**src/verilog/mdf_pkg.sv**
```systemverilog
// Package for the motor driver fault handler: fault codes, blink timing, limits.
// Assumes a 20 MHz core clock; every cycle count below is derived from that rate.
`default_nettype none

package mdf_pkg;

  // Core clock rate
  localparam int unsigned CLK_HZ = 20_000_000;

  // Blink timing in milliseconds, and the cycle counts derived from them
  localparam int unsigned BLINK_ON_MS = 200;
  localparam int unsigned BLINK_OFF_MS = 200;
  localparam int unsigned BLINK_GAP_MS = 1200;
  localparam int unsigned BLINK_ON_CYC = (CLK_HZ / 1000) * BLINK_ON_MS;
  localparam int unsigned BLINK_OFF_CYC = (CLK_HZ / 1000) * BLINK_OFF_MS;
  localparam int unsigned BLINK_GAP_CYC = (CLK_HZ / 1000) * BLINK_GAP_MS;

  // Overload persistence in milliseconds and in cycles
  localparam int unsigned OVLD_MS = 5000;
  localparam int unsigned OVLD_CYC = (CLK_HZ / 1000) * OVLD_MS;

  // Overspeed limit of the output table, r/min
  localparam int unsigned OVSPD_RPM = 270;

  // Blink counts of each fault kind; zero means the lamp is lit steadily
  localparam logic [3:0] BLINK_OVLD = 4'h2;
  localparam logic [3:0] BLINK_OVOLT = 4'h3;
  localparam logic [3:0] BLINK_SPDERR = 4'h4;
  localparam logic [3:0] BLINK_OVSPD = 4'h6;
  localparam logic [3:0] BLINK_NVDATA = 4'h7;
  localparam logic [3:0] BLINK_SENSOR = 4'h8;
  localparam logic [3:0] BLINK_STEADY = 4'h0;

  // Latched fault kind
  typedef enum logic [2:0] {
    MDF_F_NONE = 3'b000,
    MDF_F_OVLD = 3'b001,
    MDF_F_OVOLT = 3'b010,
    MDF_F_SPDERR = 3'b011,
    MDF_F_OVSPD = 3'b100,
    MDF_F_NVDATA = 3'b101,
    MDF_F_SENSOR = 3'b110,
    MDF_F_SYSTEM = 3'b111
  } mdf_fault_t;

  // Blink sequencer state
  typedef enum logic [1:0] {
    MDF_B_IDLE = 2'b00,
    MDF_B_ON = 2'b01,
    MDF_B_OFF = 2'b10,
    MDF_B_GAP = 2'b11
  } mdf_blink_t;

endpackage

`default_nettype wire

```
**src/verilog/mdf_blink.sv**
```systemverilog
// Lamp blink generator: groups of N pulses, pause, repeat; or steady light.
// Assumes the code is held stable by its driver while enable stays high.
`default_nettype none

module mdf_blink #(
  parameter int unsigned ON_CYC = mdf_pkg::BLINK_ON_CYC,
  parameter int unsigned OFF_CYC = mdf_pkg::BLINK_OFF_CYC,
  parameter int unsigned GAP_CYC = mdf_pkg::BLINK_GAP_CYC
) (
  // Clock and reset
  input wire logic core_clk_i,
  input wire logic rst_i,
  // Display request
  input wire logic enable_i,
  input wire logic [3:0] count_i,
  // Lamp
  output logic lamp_o
);

  mdf_pkg::mdf_blink_t state;
  logic [31:0] timer;
  logic [3:0] done;

  // Timer sized for the longest phase; restarts on every phase change
  always_ff @(posedge core_clk_i) begin
    if (rst_i || !enable_i) begin
      state <= mdf_pkg::MDF_B_IDLE;
      timer <= 32'h0000_0000;
      done <= 4'h0;
    end else begin
      unique case (state)
        mdf_pkg::MDF_B_IDLE: begin
          state <= mdf_pkg::MDF_B_ON;
          timer <= 32'h0000_0000;
          done <= 4'h0;
        end
        mdf_pkg::MDF_B_ON: begin
          if (timer == ON_CYC - 1) begin
            timer <= 32'h0000_0000;
            done <= done + 4'h1;
            state <= mdf_pkg::MDF_B_OFF;
          end else begin
            timer <= timer + 32'h0000_0001;
          end
        end
        mdf_pkg::MDF_B_OFF: begin
          if (timer == OFF_CYC - 1) begin
            timer <= 32'h0000_0000;
            state <= (done >= count_i) ? mdf_pkg::MDF_B_GAP : mdf_pkg::MDF_B_ON;
          end else begin
            timer <= timer + 32'h0000_0001;
          end
        end
        mdf_pkg::MDF_B_GAP: begin
          if (timer == GAP_CYC - 1) begin
            timer <= 32'h0000_0000;
            done <= 4'h0;
            state <= mdf_pkg::MDF_B_ON;
          end else begin
            timer <= timer + 32'h0000_0001;
          end
        end
      endcase
    end
  end

  // Steady code lights the lamp for as long as it is shown
  always_ff @(posedge core_clk_i) begin
    if (rst_i) begin
      lamp_o <= 1'b0;
    end else begin
      // Lighting in the start-up state too would stretch the first pulse by a cycle
      lamp_o <= enable_i && ((count_i == mdf_pkg::BLINK_STEADY) ||
                (state == mdf_pkg::MDF_B_ON));
    end
  end

endmodule // mdf_blink

`default_nettype wire

```
**src/verilog/mdf_persist.sv**
```systemverilog
// Persistence timer: output rises once the input has stayed high a set time.
// Assumes the input is already synchronous; any low restarts the count.
`default_nettype none

module mdf_persist #(
  parameter int unsigned CYC = mdf_pkg::OVLD_CYC
) (
  // Clock and reset
  input wire logic core_clk_i,
  input wire logic rst_i,
  // Condition and verdict
  input wire logic cond_i,
  output logic hit_o
);

  logic [31:0] cnt;

  always_ff @(posedge core_clk_i) begin
    if (rst_i || !cond_i) begin
      cnt <= 32'h0000_0000;
      hit_o <= 1'b0;
    end else if (cnt >= CYC - 1) begin
      hit_o <= 1'b1;
    end else begin
      cnt <= cnt + 32'h0000_0001;
    end
  end

endmodule // mdf_persist

`default_nettype wire

```
**src/verilog/mdf_fault_handler.sv**
```systemverilog
// Fault latch, alarm output, lamp code and step command gating of the driver.
// Assumes detector inputs are synchronous levels from analog and speed logic;
// power-up is modelled by rst_i.
`default_nettype none

// Function
// On any fault: start blink code, drop alarm output, cut motor current.
// Alarm output stays ON normally and goes OFF only while a fault is latched.
// Overload persisting five seconds raises fault with 2 blinks.
// Overvoltage raises fault with 3 blinks.
// Failure to follow command pulses raises fault with 4 blinks.
// Output table speed above 270 r/min raises fault with 6 blinks.
// Corrupt stored motor parameter raises fault with 7 blinks.
// Power-up without motor cable raises fault with 8 blinks.
// System failure lights lamp steadily instead of blinking.
// One clear pulse releases a clearable fault; alarm output returns ON.
// Power-up starts with no fault latched.
// Clear is ignored for stored-data and system faults.
// Two-pulse mode: both direction inputs active means no motion.
// Single-pulse mode: step input moves, rotation sense ON clockwise.
// Current-off input keeps motor unexcited; release re-excites.
// Clockwise command turns output table counterclockwise and vice versa.
// Resolution multiplier dropped in motion may miss angle ticks.
// Blinks 0.2 s on, 0.2 s off, group repeated after 1.2 s gap.
// Host waits 0.1 s after alarm returns ON before commanding pulses.
// First fault is latched and shown until a valid clear.
// Clear acts on its assertion edge only.
module mdf_fault_handler #(
  parameter int unsigned BLINK_ON_CYC = mdf_pkg::BLINK_ON_CYC,
  parameter int unsigned BLINK_OFF_CYC = mdf_pkg::BLINK_OFF_CYC,
  parameter int unsigned BLINK_GAP_CYC = mdf_pkg::BLINK_GAP_CYC,
  parameter int unsigned OVLD_CYC = mdf_pkg::OVLD_CYC
) (
  // Clock and reset
  input wire logic core_clk_i,
  input wire logic rst_i,
  // Fault detectors
  input wire logic over_torque_i,
  input wire logic over_voltage_i,
  input wire logic follow_error_i,
  input wire logic over_speed_i,
  input wire logic nv_corrupt_i,
  input wire logic cable_absent_i,
  input wire logic system_fail_i,
  // Host control inputs
  input wire logic fault_clear_input_i,
  input wire logic current_off_i,
  input wire logic two_pulse_mode_i,
  input wire logic clockwise_cmd_input_i,
  input wire logic counterclockwise_cmd_input_i,
  input wire logic step_pulse_input_i,
  input wire logic rotation_sense_i,
  // Angle tick path
  input wire logic angle_tick_raw_i,
  // Outputs
  output logic fault_ok_o,
  output logic motor_enable_o,
  output logic alarm_lamp_o,
  output logic [2:0] fault_code_o,
  output logic step_o,
  output logic table_ccw_o,
  output logic angle_tick_output_o
);

  mdf_pkg::mdf_fault_t fault;
  mdf_pkg::mdf_fault_t next_fault;
  logic ovld_hit;
  logic clr_d;
  logic clr_edge;
  logic post_rst;
  logic clearable;
  logic [3:0] blink_count;

  mdf_persist #(
    .CYC(OVLD_CYC)
  ) u_ovld (
    .core_clk_i(core_clk_i),
    .rst_i(rst_i),
    .cond_i(over_torque_i),
    .hit_o(ovld_hit)
  );

  // Edge of the clear input; a held clear does not wipe a later fault
  always_ff @(posedge core_clk_i) begin
    if (rst_i) begin
      clr_d <= 1'b0;
    end else begin
      clr_d <= fault_clear_input_i;
    end
  end
  assign clr_edge = fault_clear_input_i && !clr_d;

  // First cycle after power-up: the only moment a missing cable is checked
  always_ff @(posedge core_clk_i) begin
    if (rst_i) begin
      post_rst <= 1'b1;
    end else begin
      post_rst <= 1'b0;
    end
  end

  assign clearable = (fault != mdf_pkg::MDF_F_NVDATA) &&
                     (fault != mdf_pkg::MDF_F_SYSTEM);

  // Detector priority: the unclearable ones first, then the power-up cable check, then by blink count
  always_comb begin
    next_fault = mdf_pkg::MDF_F_NONE;
    if (system_fail_i) begin
      next_fault = mdf_pkg::MDF_F_SYSTEM;
    end else if (nv_corrupt_i) begin
      next_fault = mdf_pkg::MDF_F_NVDATA;
    end else if (post_rst && cable_absent_i) begin
      next_fault = mdf_pkg::MDF_F_SENSOR;
    end else if (ovld_hit) begin
      next_fault = mdf_pkg::MDF_F_OVLD;
    end else if (over_voltage_i) begin
      next_fault = mdf_pkg::MDF_F_OVOLT;
    end else if (follow_error_i) begin
      next_fault = mdf_pkg::MDF_F_SPDERR;
    end else if (over_speed_i) begin
      next_fault = mdf_pkg::MDF_F_OVSPD;
    end
  end

  // A new fault in the clear cycle wins over the clear
  always_ff @(posedge core_clk_i) begin
    if (rst_i) begin
      fault <= mdf_pkg::MDF_F_NONE;
    end else if (fault == mdf_pkg::MDF_F_NONE) begin
      fault <= next_fault;
    end else if (clr_edge && clearable) begin
      fault <= next_fault;
    end
  end

  assign fault_ok_o = (fault == mdf_pkg::MDF_F_NONE);
  assign motor_enable_o = (fault == mdf_pkg::MDF_F_NONE) && !current_off_i;
  assign fault_code_o = fault;

  always_comb begin
    unique case (fault)
      mdf_pkg::MDF_F_OVLD: blink_count = mdf_pkg::BLINK_OVLD;
      mdf_pkg::MDF_F_OVOLT: blink_count = mdf_pkg::BLINK_OVOLT;
      mdf_pkg::MDF_F_SPDERR: blink_count = mdf_pkg::BLINK_SPDERR;
      mdf_pkg::MDF_F_OVSPD: blink_count = mdf_pkg::BLINK_OVSPD;
      mdf_pkg::MDF_F_NVDATA: blink_count = mdf_pkg::BLINK_NVDATA;
      mdf_pkg::MDF_F_SENSOR: blink_count = mdf_pkg::BLINK_SENSOR;
      mdf_pkg::MDF_F_SYSTEM: blink_count = mdf_pkg::BLINK_STEADY;
      mdf_pkg::MDF_F_NONE: blink_count = mdf_pkg::BLINK_STEADY;
    endcase
  end

  mdf_blink #(
    .ON_CYC(BLINK_ON_CYC),
    .OFF_CYC(BLINK_OFF_CYC),
    .GAP_CYC(BLINK_GAP_CYC)
  ) u_blink (
    .core_clk_i(core_clk_i),
    .rst_i(rst_i),
    .enable_i(fault != mdf_pkg::MDF_F_NONE),
    .count_i(blink_count),
    .lamp_o(alarm_lamp_o)
  );

  // Step command decode; the host's 0.1 s wait after clear is not policed
  logic cmd_step;
  logic cmd_ccw;
  always_comb begin
    if (two_pulse_mode_i) begin
      cmd_step = clockwise_cmd_input_i ^ counterclockwise_cmd_input_i;
      cmd_ccw = clockwise_cmd_input_i;
    end else begin
      cmd_step = step_pulse_input_i;
      cmd_ccw = rotation_sense_i;
    end
  end

  // Steps are registered and suppressed while the motor is not excited
  always_ff @(posedge core_clk_i) begin
    if (rst_i) begin
      step_o <= 1'b0;
      table_ccw_o <= 1'b0;
    end else begin
      step_o <= cmd_step && motor_enable_o;
      table_ccw_o <= cmd_ccw;
    end
  end

  // Angle tick is passed through; a multiplier change in motion may drop one
  always_ff @(posedge core_clk_i) begin
    if (rst_i) begin
      angle_tick_output_o <= 1'b0;
    end else begin
      angle_tick_output_o <= angle_tick_raw_i;
    end
  end

  // Assertions
  latch_first_a: assert property (@(posedge core_clk_i) disable iff (rst_i)
    (fault != mdf_pkg::MDF_F_NONE && !clr_edge) |=> $stable(fault))
    else $error("latched fault changed without clear");
  alarm_drop_a: assert property (@(posedge core_clk_i) disable iff (rst_i)
    (fault == mdf_pkg::MDF_F_NONE && next_fault != mdf_pkg::MDF_F_NONE)
      |=> (!fault_ok_o && !motor_enable_o))
    else $error("fault did not drop alarm and current");
  alarm_level_a: assert property (@(posedge core_clk_i) disable iff (rst_i)
    fault_ok_o == (fault_code_o == 3'b000))
    else $error("alarm output disagrees with latch");
  sticky_fault_a: assert property (@(posedge core_clk_i) disable iff (rst_i)
    (fault == mdf_pkg::MDF_F_NVDATA || fault == mdf_pkg::MDF_F_SYSTEM) |=> $stable(fault))
    else $error("unclearable fault released");
  clear_ok_a: assert property (@(posedge core_clk_i) disable iff (rst_i)
    (clr_edge && clearable && fault != mdf_pkg::MDF_F_NONE
      && next_fault == mdf_pkg::MDF_F_NONE) |=> fault_ok_o)
    else $error("clear did not restore alarm");
  held_clear_a: assert property (@(posedge core_clk_i) disable iff (rst_i)
    (fault_clear_input_i && $past(fault_clear_input_i) && fault != mdf_pkg::MDF_F_NONE)
      |=> $stable(fault))
    else $error("held clear released fault");
  both_dir_a: assert property (@(posedge core_clk_i) disable iff (rst_i)
    (two_pulse_mode_i && clockwise_cmd_input_i && counterclockwise_cmd_input_i) |=> !step_o)
    else $error("step with both directions active");
  coff_a: assert property (@(posedge core_clk_i) disable iff (rst_i)
    current_off_i |-> !motor_enable_o)
    else $error("motor excited under current off");
  steady_lamp_a: assert property (@(posedge core_clk_i) disable iff (rst_i)
    (fault == mdf_pkg::MDF_F_SYSTEM) [*2] |=> alarm_lamp_o)
    else $error("system fault lamp not steady");
  reset_clean_a: assert property (@(posedge core_clk_i)
    rst_i |=> (fault_code_o == 3'b000))
    else $error("fault latched after power-up");

  // Run lengths of the lamp, so pulse and pause widths can be bounded
  logic [31:0] lamp_run;
  logic [31:0] dark_run;

  always_ff @(posedge core_clk_i) begin
    if (rst_i || !alarm_lamp_o) begin
      lamp_run <= 32'h0000_0000;
    end else begin
      lamp_run <= lamp_run + 32'h0000_0001;
    end
  end

  // Dark time before the first pulse is not a pause, so it restarts while idle
  always_ff @(posedge core_clk_i) begin
    if (rst_i || alarm_lamp_o || (fault == mdf_pkg::MDF_F_NONE)) begin
      dark_run <= 32'h0000_0000;
    end else begin
      dark_run <= dark_run + 32'h0000_0001;
    end
  end

  blink_width_a: assert property (@(posedge core_clk_i) disable iff (rst_i)
    (alarm_lamp_o && blink_count != mdf_pkg::BLINK_STEADY) |-> (lamp_run < BLINK_ON_CYC))
    else $error("blink pulse longer than its on time");
  gap_length_a: assert property (@(posedge core_clk_i) disable iff (rst_i)
    (!alarm_lamp_o && fault != mdf_pkg::MDF_F_NONE)
      |-> (dark_run < BLINK_OFF_CYC + BLINK_GAP_CYC))
    else $error("lamp dark longer than a group pause");
  lamp_idle_a: assert property (@(posedge core_clk_i) disable iff (rst_i)
    fault_ok_o |=> !alarm_lamp_o)
    else $error("lamp lit without a fault");
  sensor_latch_a: assert property (@(posedge core_clk_i) disable iff (rst_i)
    (post_rst && cable_absent_i && !system_fail_i && !nv_corrupt_i)
      |=> (fault == mdf_pkg::MDF_F_SENSOR))
    else $error("missing cable at power-up not latched");
  sensor_once_a: assert property (@(posedge core_clk_i) disable iff (rst_i)
    (!post_rst && fault == mdf_pkg::MDF_F_NONE) |=> (fault != mdf_pkg::MDF_F_SENSOR))
    else $error("cable fault latched after power-up");
  ovld_latch_a: assert property (@(posedge core_clk_i) disable iff (rst_i)
    (fault == mdf_pkg::MDF_F_NONE && ovld_hit && !system_fail_i && !nv_corrupt_i
      && !post_rst) |=> (fault == mdf_pkg::MDF_F_OVLD))
    else $error("persistent overload not latched");
  step_gate_a: assert property (@(posedge core_clk_i) disable iff (rst_i)
    !motor_enable_o |=> !step_o)
    else $error("step issued while current is cut");
  single_step_a: assert property (@(posedge core_clk_i) disable iff (rst_i)
    (motor_enable_o && !two_pulse_mode_i) |=> (step_o == $past(step_pulse_input_i)))
    else $error("single-pulse step not followed");
  dual_step_a: assert property (@(posedge core_clk_i) disable iff (rst_i)
    (motor_enable_o && two_pulse_mode_i)
      |=> (step_o == ($past(clockwise_cmd_input_i) != $past(counterclockwise_cmd_input_i))))
    else $error("two-pulse step not followed");
  dual_dir_a: assert property (@(posedge core_clk_i) disable iff (rst_i)
    two_pulse_mode_i |=> (table_ccw_o == $past(clockwise_cmd_input_i)))
    else $error("two-pulse table sense wrong");
  single_dir_a: assert property (@(posedge core_clk_i) disable iff (rst_i)
    !two_pulse_mode_i |=> (table_ccw_o == $past(rotation_sense_i)))
    else $error("single-pulse table sense wrong");
  tick_delay_a: assert property (@(posedge core_clk_i) disable iff (rst_i)
    1'b1 |=> (angle_tick_output_o == $past(angle_tick_raw_i)))
    else $error("angle tick not passed on");

  fault_seen_c: cover property (@(posedge core_clk_i) disable iff (rst_i)
    $rose(!fault_ok_o));
  fault_cleared_c: cover property (@(posedge core_clk_i) disable iff (rst_i)
    $rose(fault_ok_o));
  system_c: cover property (@(posedge core_clk_i) disable iff (rst_i)
    fault == mdf_pkg::MDF_F_SYSTEM);
  lamp_blink_c: cover property (@(posedge core_clk_i) disable iff (rst_i)
    !fault_ok_o && $fell(alarm_lamp_o));
  sensor_c: cover property (@(posedge core_clk_i) disable iff (rst_i)
    fault == mdf_pkg::MDF_F_SENSOR);

endmodule // mdf_fault_handler

`default_nettype wire

```
**config.mk**
```make
export PLATFORM = sky130hd
export DESIGN_NAME = mdf_fault_handler
export DESIGN_NICKNAME = d
export VERILOG_FILES = /design/src/verilog/mdf_pkg.sv /design/src/verilog/mdf_blink.sv /design/src/verilog/mdf_persist.sv /design/src/verilog/mdf_fault_handler.sv
export SDC_FILE = /design/constraint.sdc
export NUM_CORES = 1
export LEC_CHECK = 0
export ABC_AREA = 1
export BUFFER_PORTS_ARGS = -buffer_cell sky130_fd_sc_hd__buf_4
export CAP_MARGIN = 20
export CORE_MARGIN = 2
export CORE_UTILIZATION = 55
export DETAILED_ROUTE_END_ITERATION = 8
export PLACE_DENSITY = 0.73
export SLEW_MARGIN = 0
export SYNTH_ARGS = -nofsm -noshare
export SYNTH_HDL_FRONTEND = slang
export SYNTH_SLANG_ARGS = --single-unit
export TNS_END_PERCENT = 20
```
**constraint.sdc**
```tcl
create_clock -name core_clk_i -period 4.9 [get_ports core_clk_i]
set_input_delay 0.735 -clock core_clk_i [delete_from_list [all_inputs] [get_ports core_clk_i]]
set_output_delay 0.735 -clock core_clk_i [all_outputs]
set_load 0.05 [all_outputs]
```
==> results of run 1 <==
cell families (layout without fill, tap and decap cells):
kind of cell	count (synthesis)	in the layout	synth area share (%)
flip-flops	84	84	35.28
XOR/XNOR	45	45	8.270
buffers and inverters	110	138	9.294
AND/OR/NAND/NOR	421	421	37.94
adder cells (fa/ha/maj)	15	15	3.938
AO/OA/AOI/OAI	49	49	5.277
through the flow:
step           total power [µW]  hold WS, ps  std cells  instance area, µm²
2_1_floorplan             937.1        408.3        724                4766
3_3_place_gp              991.8        417.2        842                5014
3_5_place_dp               1005        424.4        842                5014
4_1_cts                    1487        435.4        857                5204
5_1_grt                    1564        445.4        857                5204
6_report                   1478        432.0        857                5204
tightest hold or removal path, delay by kind of cell (launching register included):
| family | cells | cell delay [ps] |
|---|---|---|
| buffers and inverters | 1 | 50 |
| DFF | 1 | 310 |
| and+or+nand+nor | 1 | 30 |
power by group:
part	internal, µW	total [µW]	switching (µW)
sequential	709	729	19.5
clock	244	491	247
combinational	90.2	258	168
flip-flops by register name (all words and copies together), names as in the netlist, 2 cells and up:
signal	flops
blink_count	4
u_ovld.cnt	32
u_blink.timer	32
u_blink.done	4
u_blink.state	2
fault_code_o	3
worst max path at each step:
stage | endpoint | cells past startpoint
after global placement | u_ovld.cnt[1] | 6
after detailed placement | u_ovld.cnt[12] | 11
after floorplan | motor_enable_o | 1
after global routing | u_ovld.cnt[21] | 11
after CTS | u_ovld.cnt[12] | 11
final | u_ovld.cnt[12] | 11
cells in the mapped netlist:
master	n
nand3_1	35
xnor2_1	11
a21oi_1	33
nand3b_1	5
o211ai_1	1
nand3_4	1
o21bai_1	1
nand3_2	2
clkbuf_1	5
nand4_1	20
nand2_4	1
inv_2	3
ha_1	15
nand2_2	5
a31oi_1	1
buf_4	3
nor2_2	4
o21ai_1	1
nor4_1	2
nor2_1	128
nor3_2	3
nor3_1	24
inv_1	94
xor2_1	34
and2_1	1
nand2_1	189
o21ai_0	12
dfxtp_1	84
and3_1	1
buf_2	3
buf_6	2
cells in the final DEF, fill, tap and decap left out, drive strengths merged:
| cell | Yosys | final |
|---|---|---|
| clkinv | 0 | 3 |
| xor2 | 34 | 34 |
| and2 | 1 | 1 |
| ha | 15 | 15 |
| clkinvlp | 0 | 1 |
| o21bai | 1 | 1 |
| a21oi | 33 | 33 |
| dfxtp | 84 | 84 |
| xnor2 | 11 | 11 |
| inv | 97 | 97 |
| o211ai | 1 | 1 |
| a31oi | 1 | 1 |
| nand3b | 5 | 5 |
| buf | 8 | 26 |
| and3 | 1 | 1 |
| nor3 | 27 | 27 |
| nor4 | 2 | 2 |
| clkbuf | 5 | 10 |
| nor2 | 132 | 132 |
| o21ai | 13 | 13 |
| nand2 | 195 | 195 |
| nand4 | 20 | 20 |
| bufinv | 0 | 1 |
| nand3 | 38 | 38 |
layer usage:
metal | up-vias | GRT usage (%) | part of all wire (%)
li1 | 2305 | - | -
met1 | 1935 | 29.34 | 50
met2 | 87 | 36.00 | 44
met3 | 12 | 4.245 | 4.9
met4 | 0 | 6.609 | 0.97
met5 | - | 0 | 0
final cells by class:
class,count,area [µm²]
clock buffer,10,137.6
inverter,97,364.1
sequential,84,1682
timing repair buffer,26,195.2
fill,802,3095
clock inverter,5,52.55
tap,105,131.4
multi-input combinational,530,2641
==> impl_metrics.py, run 1 <==
metrics = {
    "synth": {
        "syn_nets": 756,
        "syn_area_mm2": 0.004766,
        "synthCells": 724,
        "synth_seq_area_share_pct": 35.28,
        "ys_seq_elements": 84,
        "yosys.area.top_type": "dfxtp_1",
        "yosysTopAreaCellShare_pct": 35.28,
        "netlist_top_cells_area": "dfxtp_1 35%, nand2_1 15%, nor2_1 10%, inv_1 7.4%, xor2_1 6.2%",
        "ys_warn_count": 0,
        "syn_area_per_cell_um2": 6.583,
        "synth_cell_types": 31,
    },
    "routing": {
        "num_vias": 4339,
        "drt_wl_total_um": 9955,
        "avgRoutedWirePerCell_um": 11.62,
        "drc": 0,
        "drt_first_pass_iters": 5,
        "ant_nets": 0,
        "drt_iter0_markers": 187,
        "drt-vias-per-instance": 5.063,
    },
    "place": {
        "hpwl_um": 7716,
        "pre_cts_slack_ps": 2643,
        "port_buffers": 25,
        "routabilityCongestion": 0.9396,
    },
    "timing": {
        "setup_ws_ps": 2599,
        "relSlewSlack_pct": 34.91,
        "layout_min_cycle_time_ps": 2301,
        "clock_skew_ps": 13.06,
        "hold_viol": 0,
        "slew_violations": 0,
        "tightest_slew_ps": 974.0,
        "rsz0062_at_grt": "false",
        "fin_tns_setup_ps": 0,
        "setup_viol": 0,
        "post-route-period-util_pct": 46.96,
        "max_freq_ghz": 0.4345,
    },
    "pwr": {
        "vdd_drop_max_v": 0.0002562,
        "power.leakage_uw": 0.002005,
        "power_density_mw_per_mm2": 284.1,
    },
    "run_status": {
        "status": "finished, final reports clean",
    },
    "critical_path": {
        "cp_slowest_cell": "nor2_1",
        "worstPathRequired_ps": 5160,
        "worst-r2r-cell-count": 11,
        "cp-start-kind": "register",
        "arrival_ps": 2560,
        "path_class": "reg2reg",
        "crit_buf_inv": 3,
        "endpoint_kind": "register",
        "r2r-start": "u_ovld.cnt[0]",
        "cp_max_fo": 12,
        "crit_chain": "ha_1 -> nand3_2 -> inv_2 -> nand2_2 -> nand2_2 -> inv_1 -> nor2_1 -> nor2_1 -> buf_4 -> nand2_1 -> a21oi_1",
        "critical_path.top_delay_family": "simple AND/OR/NAND/NOR gates",
        "cpPeakStageDelay_ps": 570,
        "startpoint": "u_ovld.cnt[0]",
        "reg2reg_slack_ps": 2600,
        "r2r_end": "u_ovld.cnt[12]",
    },
    "grt": {
        "antenna_found_initial": 0,
        "grt_pass1_wl_um": 17630,
        "gr-total-overflow": 0,
        "grt_start_max_net_pins": 33,
        "first_global_vias": 4103,
        "grt_usage_pct": 21.93,
    },
    "floorplanning": {
        "die_height_um": 97.09,
        "boundaryPins": 26,
        "die_x_um": 97.09,
        "coreArea_mm2": 0.008299,
        "initial_utilization_pct": 57.42,
        "fp-row-count": 33,
        "die-area_mm2": 0.009426,
    },
    "cts": {
        "cts_tree": "built",
        "htreeDepth": 3,
        "post_cts_resized": 0,
        "holdBufCountCts": 0,
        "clkTransAtPathRegs_ps": 80,
        "cts_root_buf": "clkbuf_8",
        "clkLatencyLatePin_ps": 360,
        "cts_buffer_depth": 2,
        "cts.sinks": 84,
        "cts_buffers": 9,
        "post_cts_buffers": 0,
    },
    "hold_path": {
        "hold_start": "u_ovld.cnt[30]",
        "min_to": "u_ovld.cnt[30]",
        "whs_path_depth": 2,
        "hold_class": "reg2reg",
    },
    "cells_and_area": {
        "fin_util_pct": 62.70,
        "finalNetCount": 780,
        "drive_above_1_share_pct": 7.979,
        "antenna_cells": 0,
        "area_growth_pct": 9.189,
    },
    "run": {
        "cap_violations": 0,
    },
}
No activity file was read; power rests on OpenSTA's default activity.
==> inputs of run 2 (changes only) <==
==> constraint.sdc (replaced) <==
create_clock -name core_clk_i -period 2.2 [get_ports core_clk_i]
set_input_delay 0.33 -clock core_clk_i [delete_from_list [all_inputs] [get_ports core_clk_i]]
set_output_delay 0.33 -clock core_clk_i [all_outputs]
set_load 0.05 [all_outputs]
==> run 2 against run 1 <==
Sequential power increased by 120%. Register-to-register slack worse by 2300 ps. Count of clock-buffer cells in the layout up 1. Worst setup slack got worse by 2300 ps. Final cell count increased by 0.35%. Utilization up 0.72 points. Flip-flop and latch count stayed put. Cell area rose by 1.2%. Fmax is 20% higher. Total power increased by 130%. Critical path depth did not move.
==> impl_metrics.py, run 2 (same netlist as run 1, synthesis figures left out) <==
metrics = {
    "run_status": {
        "status": "finished, final reports clean",
    },
    "timing": {
        "post-route-period-util_pct": 87.51,
        "clock_skew_ps": 11.70,
        "hold_viol": 0,
        "tightest_slew_ps": 490.8,
        "relSlewSlack_pct": 67.16,
        "slew_violations": 0,
        "hold_slack_ps": 143.5,
        "layout_min_cycle_time_ps": 1925,
        "fin_tns_setup_ps": 0,
        "max_freq_ghz": 0.5194,
        "rsz0062_at_grt": "false",
        "setup_viol": 0,
    },
    "grt": {
        "grt_pass1_wl_um": 17680,
        "grt_usage_pct": 22.14,
        "antenna_found_initial": 0,
        "first_global_vias": 4080,
        "grt_start_max_net_pins": 33,
        "gr-total-overflow": 0,
    },
    "critical_path": {
        "reg2reg_slack_ps": 270,
        "worst-r2r-cell-count": 11,
        "worstPathRequired_ps": 2430,
        "endpoint_kind": "register",
        "r2r-start": "u_blink.timer[0]",
        "r2r_end": "u_blink.timer[6]",
        "cp_max_fo": 32,
        "arrival_ps": 2160,
        "path_class": "reg2reg",
        "cp-start-kind": "register",
    },
    "pwr": {
        "pwr-share-clk_pct": 35.2,
        "intPower_uw": 2456,
        "p_seq_share_pct": 47.7,
        "finalPower_uw": 3405,
        "switching_share_pct": 27.88,
        "comb_power_share_pct": 17.2,
        "power_density_mw_per_mm2": 646.9,
        "power.leakage_uw": 0.002036,
        "vdd_drop_max_v": 0.0003972,
        "p_sw_uw": 949.5,
    },
    "place": {
        "hpwl_um": 7688,
        "post_dp_cell_area_mm2": 0.005049,
        "port_buffers": 25,
        "routabilityCongestion": 0.9345,
    },
    "floorplanning": {
        "boundaryPins": 26,
        "die-area_mm2": 0.009426,
        "die_height_um": 97.09,
        "initial_utilization_pct": 57.42,
        "fp-row-count": 33,
        "coreArea_mm2": 0.008299,
        "die_x_um": 97.09,
    },
    "routing": {
        "avgRoutedWirePerCell_um": 11.65,
        "num_vias": 4402,
        "drt_first_pass_iters": 5,
        "drt_wl_total_um": 10020,
        "drt-vias-per-instance": 5.119,
        "drt_iter0_markers": 230,
        "drc": 0,
        "ant_nets": 0,
    },
    "cts": {
        "cts_tree": "built",
        "cts_buffers": 9,
        "htreeDepth": 3,
        "cts_buffer_depth": 2,
        "clkTransAtPathRegs_ps": 80,
        "clkLatencyLatePin_ps": 340,
        "post_cts_resized": 0,
        "holdBufCountCts": 0,
        "post_cts_buffers": 0,
        "cts.sinks": 84,
        "cts_root_buf": "clkbuf_8",
    },
    "cells_and_area": {
        "layout_commonest_cell": "nand2_1",
        "final_cell_mix": "189 x nand2_1, 128 x nor2_1, 94 x inv_1",
        "finalNetCount": 783,
        "drive_above_1_share_pct": 8.212,
        "antenna_cells": 0,
        "reg.largest.list": "u_blink.timer (32), u_ovld.cnt (32)",
        "fin_area_mm2": 0.005264,
        "area_growth_pct": 10.45,
    },
    "run": {
        "cap_violations": 0,
    },
    "hold_path": {
        "min_to": "post_rst",
        "hold_class": "in2reg",
        "whs_path_depth": 1,
        "hold_start": "rst_i",
    },
}
-- run 2: cell types whose count changed in the layout (fill, tap and decap cells not counted), sizes merged --
cell	change
buf	+3
bufinv	+1
clkbuf	+1
clkinv	-1
clkinvlp	-1
-- run 2: routing by layer --
metal | share of wire, % | global-route usage, %
met5 | 0 | 0
met4 | 1.5 | 7.151
met3 | 4.9 | 2.950
met2 | 44 | 36.00
met1 | 50 | 30.54
-- run 2: power by group through the flow --
stage / clock network [µW] / logic [µW] / registers, µW
floorplan: 0 / 383 / 1700
CTS: 1230 / 586 / 1620
global placement: 0 / 567 / 1660
detailed placement: 0 / 582 / 1660
global route: 1280 / 667 / 1630
finish: 1200 / 584 / 1620
-- run 2: stage by stage --
stage / instances / worst slack [ps] / utilization [%]
CTS: 860 / 284.3 / 63.43
detailed placement: 845 / 297.4 / 60.83
global route: 860 / 42.38 / 63.43
global placement: 845 / 369.8 / 60.83
finish: 860 / 274.7 / 63.43
floorplan: 724 / 271.8 / -
-- run 2: worst max-delay path by stage --
| stage | startpoint | to |
|---|---|---|
| after floorplan | fault_code_o[2] | u_blink.timer[14] |
| after global placement | u_blink.timer[0] | u_blink.timer[27] |
| after detailed placement | u_blink.timer[0] | u_blink.timer[27] |
| after CTS | u_blink.timer[0] | u_blink.timer[6] |
| after global routing | u_blink.timer[0] | u_blink.timer[27] |
| final | u_blink.timer[0] | u_blink.timer[6] |
-- run 2: area by class of cell --
type / instances / area (µm²)
inverters: 97 / 364.1
well taps: 105 / 131.4
flip-flops and latches: 84 / 1682
repair buffers: 29 / 230.2
clock buffers: 11 / 141.4
multi-input cells: 530 / 2641
clock inverters: 4 / 73.82
fillers: 783 / 3035
-- run 2: critical path, cell delays in order (launching register included) --
cell and delay, ps:
dfxtp_1 430, ha_1 210, nand2_1 70, nor2_2 200
nand2_2 160, nor2_1 150, nand2_1 80, nand2_2 110
nand2_1 80, nand2_2 70, buf_12 180, nor2_1 60
==> inputs of run 3 (changes only) <==
--- a/config.mk
+++ b/config.mk
@@ -6,12 +6,12 @@
 export NUM_CORES = 1
 export LEC_CHECK = 0
 export ABC_AREA = 1
-export BUFFER_PORTS_ARGS = -buffer_cell sky130_fd_sc_hd__buf_4
 export CAP_MARGIN = 20
 export CORE_MARGIN = 2
 export CORE_UTILIZATION = 55
 export DETAILED_ROUTE_END_ITERATION = 8
-export PLACE_DENSITY = 0.73
+export DONT_BUFFER_PORTS = 1
+export PLACE_DENSITY = 0.7
 export SLEW_MARGIN = 0
 export SYNTH_ARGS = -nofsm -noshare
 export SYNTH_HDL_FRONTEND = slang
==> run 3 against run 2 <==
Flip-flop and latch count unchanged. Global-route usage grew 0.11 points. Critical path depth unchanged. Final cell count shrank 1.9%. Combinational power is 9.8% lower. Clock skew barely moved. Sequential share of layout area up 0.99 points. Clock power is 12% lower. Count of clock-buffer cells in the layout decreased by 2. Critical path type unchanged. Largest cell class unchanged.
==> impl_metrics.py, run 3 (same netlist as run 1, synthesis figures left out) <==
metrics = {
    "grt": {
        "first_global_vias": 4048,
        "grt_usage_pct": 22.25,
        "grt_start_max_net_pins": 33,
        "gr-total-overflow": 0,
        "antenna_found_initial": 0,
        "grt_pass1_wl_um": 17700,
    },
    "cts": {
        "cts_buffers": 9,
        "clkTransAtPathRegs_ps": 90,
        "htreeDepth": 3,
        "clkLatencyLatePin_ps": 380,
        "post_cts_buffers": 0,
        "post_cts_resized": 0,
        "cts_tree": "built",
        "cts_root_buf": "clkbuf_8",
        "holdBufCountCts": 1,
        "cts.sinks": 84,
        "cts_buffer_depth": 2,
    },
    "routing": {
        "avgRoutedWirePerCell_um": 11.94,
        "drc": 0,
        "drt_wl_total_um": 10080,
        "drt_first_pass_iters": 5,
        "drt-vias-per-instance": 5.128,
        "drt_iter0_markers": 151,
        "ant_nets": 0,
        "num_vias": 4328,
    },
    "run": {
        "cap_violations": 0,
    },
    "timing": {
        "setup_ws_ps": 258.1,
        "hold_viol": 0,
        "hold_slack_ps": 34.90,
        "max_freq_ghz": 0.5150,
        "tightest_slew_ps": 516.1,
        "post-route-period-util_pct": 88.27,
        "fin_tns_setup_ps": 0,
        "layout_min_cycle_time_ps": 1942,
        "relSlewSlack_pct": 65.51,
        "rsz0062_at_grt": "false",
        "setup_viol": 0,
        "slew_violations": 0,
        "clock_skew_ps": 12.01,
    },
    "cells_and_area": {
        "finalNetCount": 766,
        "reg.largest.list": "u_blink.timer (32), u_ovld.cnt (32)",
        "layout_commonest_cell": "nand2_1",
        "final_cell_mix": "189 x nand2_1, 128 x nor2_1, 94 x inv_1",
        "antenna_cells": 0,
        "area_growth_pct": 7.115,
        "fin_util_pct": 61.51,
        "drive_above_1_share_pct": 6.225,
    },
    "run_status": {
        "status": "finished, final reports clean",
    },
    "place": {
        "routabilityCongestion": 0.9319,
        "port_buffers": 0,
        "hpwl_um": 7594,
        "pre_cts_slack_ps": 291.0,
    },
    "floorplanning": {
        "die-area_mm2": 0.009426,
        "initial_utilization_pct": 57.42,
        "boundaryPins": 26,
        "fp-row-count": 33,
        "die_x_um": 97.09,
        "die_height_um": 97.09,
        "coreArea_mm2": 0.008299,
    },
    "pwr": {
        "power_density_mw_per_mm2": 632.0,
        "power.leakage_uw": 0.001932,
        "vdd_drop_max_v": 0.0005296,
    },
    "critical_path": {
        "endpoint_kind": "register",
        "cp_max_fo": 32,
        "r2r_end": "u_blink.timer[4]",
        "worstPathRequired_ps": 2470,
        "path_class": "reg2reg",
        "cp-start-kind": "register",
        "r2r-start": "u_blink.timer[0]",
        "worst-r2r-cell-count": 11,
        "startpoint": "u_blink.timer[0]",
        "reg2reg_slack_ps": 260,
        "arrival_ps": 2210,
    },
    "hold_path": {
        "min_to": "step_o",
        "whs_path_depth": 1,
        "hold_class": "in2reg",
        "hold_start": "two_pulse_mode_i",
    },
}
[run 3: where the power goes]
group | total (µW) | internal [µW] | switching (µW)
registers | 1650 | 1580 | 68.6
logic | 527 | 185 | 342
clock network | 1050 | 425 | 625
total | 3230 | 2190 | 1040
[run 3: worst max-delay path by stage]
| stage | end | slack [ps] |
|---|---|---|
| 2_1_floorplan | u_blink.timer[14] | 270 |
| 3_3_place_gp | u_blink.timer[27] | 370 |
| 3_5_place_dp | u_blink.timer[27] | 290 |
| 4_1_cts | u_blink.timer[27] | 270 |
| 5_1_grt | u_blink.timer[27] | 20 |
| 6_report | u_blink.timer[4] | 260 |
[run 3: worst max-delay path, stage by stage, from the launching register on]
cell and delay (ps):
dfxtp_1 430, ha_1 210, nand2_1 80, nor2_2 200, nand2_2 160, nor3_1 170, nand4_1 120, nand2_1 80
nand2_1 60, nand2_2 80, buf_12 190, nor2_1 60
[run 3: stage by stage]
step / total power [µW] / std cells / area (µm²)
floorplan: 2087 / 724 / 4766
global placement: 2188 / 827 / 4913
detailed placement: 2209 / 827 / 4913
CTS: 3258 / 844 / 5105
global route: 3406 / 844 / 5105
finish: 3226 / 844 / 5105
[run 3: area by class of cell]
class | count | area, µm²
Fill cell | 780 | 3194
Sequential cell | 84 | 1682
Clock inverter | 7 | 57.56
Multi-Input combinational cell | 530 | 2641
Timing Repair Buffer | 12 | 105.1
Inverter | 97 | 364.1
Tap cell | 105 | 131.4
Clock buffer | 9 | 123.9
[run 3: metal layers]
| layer | part of all wire [%] | wire [µm] | vias up | track usage, % |
|---|---|---|---|---|
| li1 | - | - | 2280 | - |
| met1 | 50 | 5042 | 1937 | 30.14 |
| met4 | 0.98 | 99 | 0 | 6.176 |
| met2 | 44 | 4438 | 101 | 35.74 |
| met5 | 0 | 0 | - | 0 |
| met3 | 4.9 | 495 | 10 | 5.036 |
